[src/hdl/prc_pkg.sv]
// Constants, types and helpers of the power rail command register bank
package prc_pkg;

  localparam int NREG = 23;
  localparam int CLK_HZ = 40000000;
  localparam int PKT_TIMEOUT_MS = 20;
  localparam int SLEW_TICK_US = 1000;
  localparam int NVM_BUSY_CYC = 64;

  // Slot indices into the register array
  localparam int IX_PAGE = 0;
  localparam int IX_OP = 1;
  localparam int IX_CFG = 2;
  localparam int IX_WP = 3;
  localparam int IX_VCMD = 6;
  localparam int IX_VMAX = 7;
  localparam int IX_MHI = 8;
  localparam int IX_MLO = 9;
  localparam int IX_SLEW = 10;
  localparam int IX_VON = 12;
  localparam int IX_VOFF = 13;
  localparam int IX_OVA = 16;
  localparam int IX_UVA = 20;
  localparam int IX_OCA = 22;

  localparam logic [0:NREG-1][7:0] REG_CODE = {
    8'h00, 8'h01, 8'h02, 8'h10, 8'h19, 8'h20, 8'h21, 8'h24,
    8'h25, 8'h26, 8'h27, 8'h33, 8'h35, 8'h36, 8'h38, 8'h40,
    8'h41, 8'h42, 8'h43, 8'h44, 8'h45, 8'h46, 8'h47};
  localparam logic [0:NREG-1][15:0] REG_RESET = {
    16'h0000, 16'h0080, 16'h001E, 16'h0000, 16'h00B0, 16'h0014,
    16'h1000, 16'h5800, 16'h10CD, 16'h0F33, 16'hAA00, 16'hFABC,
    16'hCB40, 16'hCB00, 16'hBB9A, 16'h119A, 16'h00B8, 16'h1133,
    16'h0ECD, 16'h0E66, 16'h00B8, 16'hDBB8, 16'h0000};
  localparam logic [0:NREG-1] REG_WORD = 23'h01FFBA;
  localparam logic [0:NREG-1] REG_RO = 23'h060000;
  localparam logic [0:NREG-1] REG_NV = 23'h39FFFF;

  // Send-byte commands and code ranges
  localparam logic [7:0] CMD_CLEAR = 8'h03;
  localparam logic [7:0] CMD_STORE = 8'h15;
  localparam logic [7:0] CMD_RESTORE = 8'h16;
  localparam logic [7:0] RESERVED_LO = 8'hD0;
  localparam logic [7:0] NO_DATA = 8'hFF;

  // Field positions
  localparam int OP_ON = 7;
  localparam logic [1:0] MARGIN_LOW = 2'h1;
  localparam logic [1:0] MARGIN_HIGH = 2'h2;
  localparam int CFG_USE = 4;
  localparam int CFG_CMD = 3;
  localparam int CFG_PIN = 2;
  localparam int CFG_POL = 1;
  localparam int WP_ALL = 7;
  localparam int WP_OP = 6;
  localparam int WP_CFG = 5;

  typedef enum logic [1:0] {
    KIND_READ = 2'b00,
    KIND_WRITE = 2'b01,
    KIND_SEND = 2'b10
  } prc_kind_t;

  typedef enum logic [1:0] {
    ST_IDLE = 2'b00,
    ST_READ_HI = 2'b01,
    ST_STORE = 2'b10,
    ST_RESTORE = 2'b11
  } prc_st_t;

  typedef struct packed {
    logic valid;
    prc_kind_t kind;
    logic word;
    logic [7:0] code;
    logic [7:0] dataLo;
    logic [7:0] dataHi;
  } prc_req_t;

  typedef struct packed {
    logic ready;
    logic busy;
    logic rdValid;
    logic rdLast;
    logic [7:0] rdByte;
  } prc_rsp_t;

  typedef struct packed {
    logic ov;
    logic uv;
    logic oc;
    logic commsMemoryFault;
    logic busyFault;
  } prc_fault_t;

  // Short_float_format word to fixed point with 16 fraction bits
  function automatic logic [47:0] prcL11(input logic [15:0] w);
    logic [5:0] sh;
    logic [47:0] v;
    sh = {w[15], w[15:11]} + 6'h10;
    v = w[10] ? 48'h0 : {37'h0, w[10:0]};
    prcL11 = v << sh;
  endfunction

  // Code lookup: hit flag and slot index
  function automatic logic [5:0] prcSlot(input logic [7:0] code);
    prcSlot = 6'h00;
    for (int i = 0; i < NREG; i++)
    begin
      if (REG_CODE[i] == code)
      begin
        prcSlot = {1'b1, 5'(i)};
      end
    end
  endfunction

endpackage

[src/hdl/prc_rail_cmd_bank.sv]
// Power rail command register bank with EEPROM shadow and rail control
`timescale 1ns/1ps
module prc_rail_cmd_bank
  import prc_pkg::*;
#(
  parameter int PKT_CYC = PKT_TIMEOUT_MS * (CLK_HZ / 1000),
  parameter int TICK_CYC = SLEW_TICK_US * (CLK_HZ / 1000000)
)
(
  input wire logic core_clk,
  input wire logic rstn,
  input wire prc_req_t req,
  output prc_rsp_t rsp,
  input wire logic pktStart,
  input wire logic pktDone,
  output logic pktAbort,
  input wire logic enablePin,
  input wire logic [15:0] vinMeas,
  input wire logic ovDetect,
  input wire logic uvDetect,
  input wire logic ocDetect,
  output prc_fault_t faults,
  output logic convActive,
  output logic railEnable,
  output logic [15:0] voutNow,
  output logic [0:NREG-1][15:0] regView
);

  typedef struct packed {
    prc_st_t st;
    logic [0:NREG-1][15:0] regs;
    logic [0:NREG-1][15:0] nvm;
    logic [7:0] nvmCnt;
    logic [19:0] pktCnt;
    logic pktRun;
    logic pktAbort;
    logic [15:0] tickCnt;
    logic [15:0] vout;
    logic convOn;
    logic offLatch;
    prc_fault_t faults;
    logic rdValid;
    logic rdLast;
    logic [7:0] rdByte;
    logic [7:0] hiByte;
    logic [1:0] pinSync;
  } prc_state_t;

  prc_state_t cur;
  prc_state_t next_cur;

  logic take;
  logic [5:0] slot;
  logic [4:0] ix;
  logic hit;
  logic reserved;
  logic wpBlock;
  logic pinActive;
  logic railReq;
  logic railOn;
  logic [15:0] sel;
  logic [15:0] target;
  logic [47:0] stepWide;
  logic [15:0] step;
  logic [47:0] vinFix;
  logic tick;

  // Request decode
  assign take = req.valid && (cur.st == ST_IDLE);
  assign slot = prcSlot(req.code);
  assign hit = slot[5];
  assign ix = slot[4:0];
  assign reserved = (req.code >= RESERVED_LO);

  // Guard byte: which writes are still allowed
  always_comb
  begin
    wpBlock = 1'b0;
    if (cur.regs[IX_WP][WP_ALL])
    begin
      wpBlock = (ix != 5'(IX_WP));
    end
    else if (cur.regs[IX_WP][WP_OP])
    begin
      wpBlock = (ix != 5'(IX_WP)) && (ix != 5'(IX_OP));
    end
    else if (cur.regs[IX_WP][WP_CFG])
    begin
      wpBlock = (ix != 5'(IX_WP)) && (ix != 5'(IX_OP)) &&
                (ix != 5'(IX_CFG)) && (ix != 5'(IX_VCMD));
    end
  end

  // Rail on request from pin and/or command
  always_comb
  begin
    pinActive = cur.regs[IX_CFG][CFG_POL] ? cur.pinSync[1]
                                           : ~cur.pinSync[1];
    railReq = 1'b1;
    if (cur.regs[IX_CFG][CFG_USE])
    begin
      railReq = (~cur.regs[IX_CFG][CFG_CMD] |
                 cur.regs[IX_OP][OP_ON]) &
                (~cur.regs[IX_CFG][CFG_PIN] | pinActive);
    end
    railOn = railReq && cur.convOn && !cur.offLatch;
  end

  // Set point choice, clamp and slew step
  always_comb
  begin
    case (cur.regs[IX_OP][5:4])
      MARGIN_HIGH: sel = cur.regs[IX_MHI];
      MARGIN_LOW: sel = cur.regs[IX_MLO];
      default: sel = cur.regs[IX_VCMD];
    endcase
    if (sel > cur.regs[IX_VMAX])
    begin
      sel = cur.regs[IX_VMAX];
    end
    target = railOn ? sel : 16'h0000;
    // Volts per tick to output LSBs of 2^-12 V
    stepWide = prcL11(cur.regs[IX_SLEW]) >> 4;
    step = (|stepWide[47:16]) ? 16'hFFFF : stepWide[15:0];
    if (step == 16'h0000)
    begin
      step = 16'h0001;
    end
    vinFix = prcL11(vinMeas);
    tick = (cur.tickCnt == 16'(TICK_CYC - 1));
  end

  // Next state
  always_comb
  begin
    next_cur = cur;
    next_cur.rdValid = 1'b0;
    next_cur.rdLast = 1'b0;
    next_cur.pinSync = {cur.pinSync[0], enablePin};

    // Fault clear first so that any new event below wins
    if (take && !cur.pktAbort && req.kind == KIND_SEND &&
        req.code == CMD_CLEAR)
    begin
      next_cur.faults = '0;
    end
    if (ovDetect)
    begin
      next_cur.faults.ov = 1'b1;
    end
    if (uvDetect)
    begin
      next_cur.faults.uv = 1'b1;
    end
    if (ocDetect)
    begin
      next_cur.faults.oc = 1'b1;
    end
    if (req.valid && cur.st != ST_IDLE)
    begin
      next_cur.faults.busyFault = 1'b1;
    end

    // Programmed fault actions latch the rail off
    if ((ovDetect && |cur.regs[IX_OVA][7:6]) ||
        (uvDetect && |cur.regs[IX_UVA][7:6]))
    begin
      next_cur.offLatch = 1'b1;
    end
    if (ocDetect && |cur.regs[IX_OCA][7:6])
    begin
      next_cur.offLatch = 1'b1;
    end

    // Packet time limit
    if (pktStart)
    begin
      next_cur.pktCnt = 20'h00000;
      next_cur.pktRun = 1'b1;
      next_cur.pktAbort = 1'b0;
    end
    else if (pktDone)
    begin
      next_cur.pktRun = 1'b0;
    end
    else if (cur.pktRun)
    begin
      if (cur.pktCnt == 20'(PKT_CYC - 1))
      begin
        next_cur.pktRun = 1'b0;
        next_cur.pktAbort = 1'b1;
      end
      else
      begin
        next_cur.pktCnt = cur.pktCnt + 20'h00001;
      end
    end

    // Input thresholds with hysteresis
    if (vinFix >= prcL11(cur.regs[IX_VON]))
    begin
      next_cur.convOn = 1'b1;
    end
    else if (vinFix <= prcL11(cur.regs[IX_VOFF]))
    begin
      next_cur.convOn = 1'b0;
    end

    // Slew toward target on each tick
    next_cur.tickCnt = tick ? 16'h0000 : cur.tickCnt + 16'h0001;
    if (tick)
    begin
      if (cur.vout < target)
      begin
        next_cur.vout = (target - cur.vout > step) ?
                        cur.vout + step : target;
      end
      else if (cur.vout > target)
      begin
        next_cur.vout = (cur.vout - target > step) ?
                        cur.vout - step : target;
      end
    end

    case (cur.st)
      ST_IDLE:
      begin
        if (take && !cur.pktAbort)
        begin
          case (req.kind)
            KIND_READ:
            begin
              next_cur.rdValid = 1'b1;
              if (hit && req.word == REG_WORD[ix])
              begin
                // Low byte goes first
                next_cur.rdByte = cur.regs[ix][7:0];
                next_cur.hiByte = cur.regs[ix][15:8];
                next_cur.rdLast = !req.word;
                next_cur.st = req.word ? ST_READ_HI : ST_IDLE;
              end
              else
              begin
                next_cur.rdByte = NO_DATA;
                next_cur.rdLast = 1'b1;
                next_cur.faults.commsMemoryFault = 1'b1;
              end
            end
            KIND_WRITE:
            begin
              if (hit && !REG_RO[ix] && req.word == REG_WORD[ix] &&
                  !wpBlock)
              begin
                next_cur.regs[ix] = req.word ?
                  {req.dataHi, req.dataLo} : {8'h00, req.dataLo};
              end
              else
              begin
                // Also catches blind writes into reserved codes
                next_cur.faults.commsMemoryFault = 1'b1;
              end
            end
            KIND_SEND:
            begin
              if (req.code == CMD_STORE)
              begin
                next_cur.nvmCnt = 8'(NVM_BUSY_CYC - 1);
                next_cur.st = ST_STORE;
              end
              else if (req.code == CMD_RESTORE)
              begin
                next_cur.nvmCnt = 8'(NVM_BUSY_CYC - 1);
                next_cur.st = ST_RESTORE;
              end
              else if (req.code != CMD_CLEAR || reserved)
              begin
                next_cur.faults.commsMemoryFault = 1'b1;
              end
            end
            default:
            begin
              next_cur.faults.commsMemoryFault = 1'b1;
            end
          endcase
        end
      end
      ST_READ_HI:
      begin
        next_cur.rdValid = 1'b1;
        next_cur.rdLast = 1'b1;
        next_cur.rdByte = cur.hiByte;
        next_cur.st = ST_IDLE;
      end
      ST_STORE:
      begin
        // Registers cannot change while busy, copy at the end
        next_cur.nvmCnt = cur.nvmCnt - 8'h01;
        if (cur.nvmCnt == 8'h00)
        begin
          for (int i = 0; i < NREG; i++)
          begin
            if (REG_NV[i])
            begin
              next_cur.nvm[i] = cur.regs[i];
            end
          end
          next_cur.st = ST_IDLE;
        end
      end
      ST_RESTORE:
      begin
        next_cur.nvmCnt = cur.nvmCnt - 8'h01;
        if (cur.nvmCnt == 8'h00)
        begin
          for (int i = 0; i < NREG; i++)
          begin
            if (REG_NV[i])
            begin
              next_cur.regs[i] = cur.nvm[i];
            end
          end
          next_cur.st = ST_IDLE;
        end
      end
      default:
      begin
        next_cur.st = ST_IDLE;
      end
    endcase

    // A fault clear also releases the action latch, unless a fault event arrives in the same cycle
    if (take && !cur.pktAbort && req.kind == KIND_SEND &&
        req.code == CMD_CLEAR && !(ovDetect || uvDetect || ocDetect))
    begin
      next_cur.offLatch = 1'b0;
    end
  end

  // State register
  always_ff @(posedge core_clk or negedge rstn)
  begin
    if (!rstn)
    begin
      cur <= '0;
      cur.st <= ST_IDLE;
      cur.regs <= REG_RESET;
      cur.nvm <= REG_RESET;
    end
    else
    begin
      cur <= next_cur;
    end
  end

  // Outputs
  assign rsp.ready = (cur.st == ST_IDLE);
  assign rsp.busy = (cur.st != ST_IDLE);
  assign rsp.rdValid = cur.rdValid;
  assign rsp.rdLast = cur.rdLast;
  assign rsp.rdByte = cur.rdByte;
  assign pktAbort = cur.pktAbort;
  assign faults = cur.faults;
  assign convActive = cur.convOn;
  assign railEnable = railOn;
  assign voutNow = cur.vout;
  assign regView = cur.regs;

endmodule

[config.mk]
export PLATFORM = sky130hd
export DESIGN_NAME = prc_rail_cmd_bank
export DESIGN_NICKNAME = d
export VERILOG_FILES = /design/src/hdl/prc_pkg.sv /design/src/hdl/prc_rail_cmd_bank.sv
export SDC_FILE = /design/constraint.sdc
export NUM_CORES = 2
export LEC_CHECK = 0
export BUFFER_PORTS_ARGS = -buffer_cell sky130_fd_sc_hd__buf_2
export CORE_MARGIN = 4
export CORE_UTILIZATION = 42
export CTS_CLUSTER_SIZE = 16
export DETAILED_ROUTE_END_ITERATION = 12
export PLACE_DENSITY = 0.59
export RECOVER_POWER = 50
export SYNTH_ARGS = -nofsm -noshare
export SYNTH_HDL_FRONTEND = slang
export SYNTH_SLANG_ARGS = --single-unit
[constraint.sdc]
create_clock -name core_clk -period 16.6 [get_ports core_clk]
set_clock_uncertainty 0.05 [all_clocks]
set_input_delay 1.66 -clock core_clk [delete_from_list [all_inputs] [get_ports core_clk]]
set_output_delay 1.66 -clock core_clk [all_outputs]
set_load 0.005 [all_outputs]
==> impl_metrics.py <==
metrics = {
    "power_and_ir_drop": {
        "p_sw_share_pct": 23.9,
        "irDropWorstVdd_uv": 77.9,
        "clkPwrFrac_pct": 49.7,
        "p_seq_share_pct": 45.6,
        "power_density_nw_per_um2": 79.6,
        "power_switching_mw": 0.999,
        "p_int_mw": 3.18,
        "combPwrFrac_pct": 4.7,
        "leakagePower_nw": 21.9,
    },
    "hold_path": {
        "holdPathEnd": "cur[1]$_DFF_PN0_",
        "hold_class": "flop to flop",
        "hold_depth": 0,
        "min_from": "cur[0]$_DFF_PN0_",
    },
    "floorplanning": {
        "die_w_um": 352,
        "core_um2": 117000,
        "dieArea_um2": 124000,
        "die_h_um": 352,
        "placementRows": 125,
        "io_pins": 456,
        "start_util_pct": 42.5,
    },
    "logic_synthesis": {
        "syn_inst": 5198,
        "synth.avg_cell_area_um2": 9.54,
        "ys_warn_count": 0,
        "syn_nets": 5451,
        "seq_area_frac_synth_pct": 39.8,
        "ys.flop_type": "dfrtp_1",
        "synthArstFlopShare_pct": 100,
        "ys_ff_latch": 779,
        "synth.distinct_cells": 90,
        "synth_edf_count": 0,
        "syn-cell-area_um2": 49600,
    },
    "routing": {
        "drt_pass1_iterations": 8,
        "detail_route.wl_per_cell_um": 27.4,
        "route.vias.total": 39300,
        "wl_mm": 182,
        "ant_nets": 0,
        "viasPerCell": 5.92,
        "post-route-drc-count": 0,
        "drt_iter0_markers": 3882,
    },
    "sta": {
        "fin_crit_sh_pct": 61.1,
        "layout_setup_ws_ps": 6450,
        "finalMaxSlewViolations": 436,
        "min_period_ps": 10150,
        "worst_slew_pin_slew_ps": 5720,
        "setup_violations": 0,
        "whs_ps": 339,
        "hold_violations": 0,
        "finalSetupTns_ps": 0,
        "relSlewSlack_pct": -281,
        "max_freq_mhz": 98.5,
        "rsz0062_at_grt": "no",
    },
    "clock_tree": {
        "cts_tree": "done",
        "clock_latency_ps": 680,
        "cts_num_sinks": 779,
        "postCtsSetupBuffers": 0,
        "clkTransAtPathRegs_ps": 60,
        "h-tree-depth": 3,
        "ctsHoldBuffers": 0,
        "root_buffer": "clkbuf_16",
        "cts_made_buffers": 87,
        "cts_resized": 0,
        "cts.path.max_buffers": 3,
    },
    "final_layout": {
        "fin_util_pct": 45.0,
        "layout.nets": 5288,
        "layout-drive-gt1-share_pct": 23.0,
        "area_growth_pct": 5.83,
        "fill_cells": 11200,
        "final_cells": 6642,
    },
    "placed_design": {
        "place_congestion": 0.932,
        "pre_cts_ws_ps": 7280,
        "hpwl_mm": 131,
        "dp.cells": 6470,
        "io_buffers": 455,
    },
    "outcome": {
        "violations": "max-capacitance violations, max-slew violations",
        "status": "finished, violations left",
    },
    "setup_path": {
        "r2r_start": "regView[340]$_DFFE_PN0P_",
        "r2r_cells": 36,
        "regToRegSetupSlack_ps": 7120,
        "worstPathRequired_ps": 17210,
        "end_kind": "async pin",
        "path_class": "input pin to async pin",
        "crit_arrival_ps": 10760,
        "critPathLaunchType": "input pin",
        "critPathMaxFanout": 102,
        "r2r_end": "voutNow[1]$_DFFE_PN0P_",
    },
    "global_routing": {
        "antenna_found_initial": 18,
        "grt_usage_pct": 28.7,
        "grt_max_degree": 180,
        "overflow": 0,
        "grt_pass1_wl_mm": 264,
        "grt_pass1_vias": 37700,
    },
    "job": {
        "max_cap_violations": 6,
    },
}
[critical path, cell delays in order]
cell and delay (ps):
clkbuf_1 3910, clkbuf_1 3120, buf_4 1050, buf_4 840
[power by group through the flow]
| stage | Clock, mW | Combinational (mW) | Sequential, mW |
|---|---|---|---|
| after floorplan | 0 | 0.0922 | 1.94 |
| after global placement | 0 | 0.195 | 1.94 |
| after detailed placement | 0 | 0.195 | 1.94 |
| after CTS | 2.11 | 0.196 | 1.91 |
| after global routing | 2.19 | 0.214 | 1.91 |
| final | 2.08 | 0.195 | 1.91 |
[layout by cell type (no fill, tap or decap), drive strengths merged, types with 14 or more instances in the layout]
cell / instances
nand2b: 42
dfrtp: 566
nor2: 235
o21ai: 363
and2: 28
and3: 14
a211oi: 30
buf: 222
or3: 19
o211ai: 48
mux2: 580
nor2b: 47
a221oi: 24
nand4: 42
clkinv: 22
o22ai: 20
nor4: 18
or2: 31
dfstp: 213
mux2i: 145
ha: 197
clkbuf: 418
o31ai: 127
a21oi: 197
nand2: 702
a21o: 54
nor3: 63
nand3: 94
xnor2: 36
o221ai: 23
a22oi: 43
a31oi: 29
inv: 166
o21a: 18
xor2: 26
[per-layer routing]
metal	track usage (%)	wire, um	vias up
met3	7.05	15800	287
met1	39.8	78500	19800
met5	0	13	-
met4	11.4	7410	2
met2	43.1	80100	1543
li1	-	-	17700
[final cells by class]
cell class,count,area [um2],area share [%]
Multi-Input combinational cell,3488,24800,47.2
Clock inverter,36,512,0.975
Sequential cell,779,19800,37.6
Clock buffer,126,2540,4.85
Inverter,165,619,1.18
Antenna cell,10,25.0,0.0477
Timing Repair Buffer,514,2360,4.50
Tap cell,1524,1910,3.63
[per-stage QoR]
step	area, um2	power, mW
6_report	52500	4.18
2_1_floorplan	49600	2.03
3_5_place_dp	49800	2.14
4_1_cts	52900	4.21
3_3_place_gp	49800	2.14
5_1_grt	52500	4.31
[worst max path at each step]
stage / start / to / depth (start not counted)
after detailed placement: regView[340]$_DFFE_PN0P_ / voutNow[1]$_DFFE_PN0P_ / 36
final: rstn / regView[361]$_DFFE_PN0P_ / 4
after global routing: rstn / regView[361]$_DFFE_PN0P_ / 4
after floorplan: regView[341]$_DFFE_PN0P_ / voutNow[6]$_DFFE_PN0P_ / 39
after global placement: regView[340]$_DFFE_PN0P_ / voutNow[12]$_DFFE_PN0P_ / 36
after CTS: regView[340]$_DFFE_PN0P_ / voutNow[3]$_DFFE_PN0P_ / 36
[synth_stat cells (all sizes together) (14+ instances only)]
cell type,number,area [um2]
a211oi,30,225
a21o,54,405
a21oi,197,986
a221oi,24,210
a22oi,43,323
a31oi,29,181
and2,28,175
and3,14,87.6
buf,476,3410
clkbuf,290,1090
dfrtp,566,14200
dfstp,213,5600
ha,197,2460
inv,162,608
mux2,580,6540
mux2i,145,1450
nand2,702,2640
nand2b,42,263
nand3,94,485
nand4,42,282
nor2,235,885
nor2b,47,294
nor3,63,315
nor4,18,119
o211ai,48,360
o21a,18,135
o21ai,363,1880
o221ai,23,201
o22ai,20,125
o31ai,127,953
or2,31,194
or3,19,119
xnor2,36,315
xor2,26,228
[cell families (layout without fill, tap and decap cells)]
kind of cell    after synthesis  after routing  share of synthesized area [%]
simple gates               1390           1390                           12.8
compound gates             1102           1102                           14.4
buf+inv                     931            841                           10.3
flops                       779            779                           39.8
mux                         733            733                           16.5
fa+ha+maj                   201            201                           5.13
xor+xnor                     62             62                           1.09
other cells                   0             10                              0
[flip-flops by register name, indices dropped and copies added, names as in the netlist]
register / count
cur: 378
convActive: 1
regView: 368
faults: 5
pktAbort: 1
rsp: 10
voutNow: 16
(Power assumes the default switching activity.)
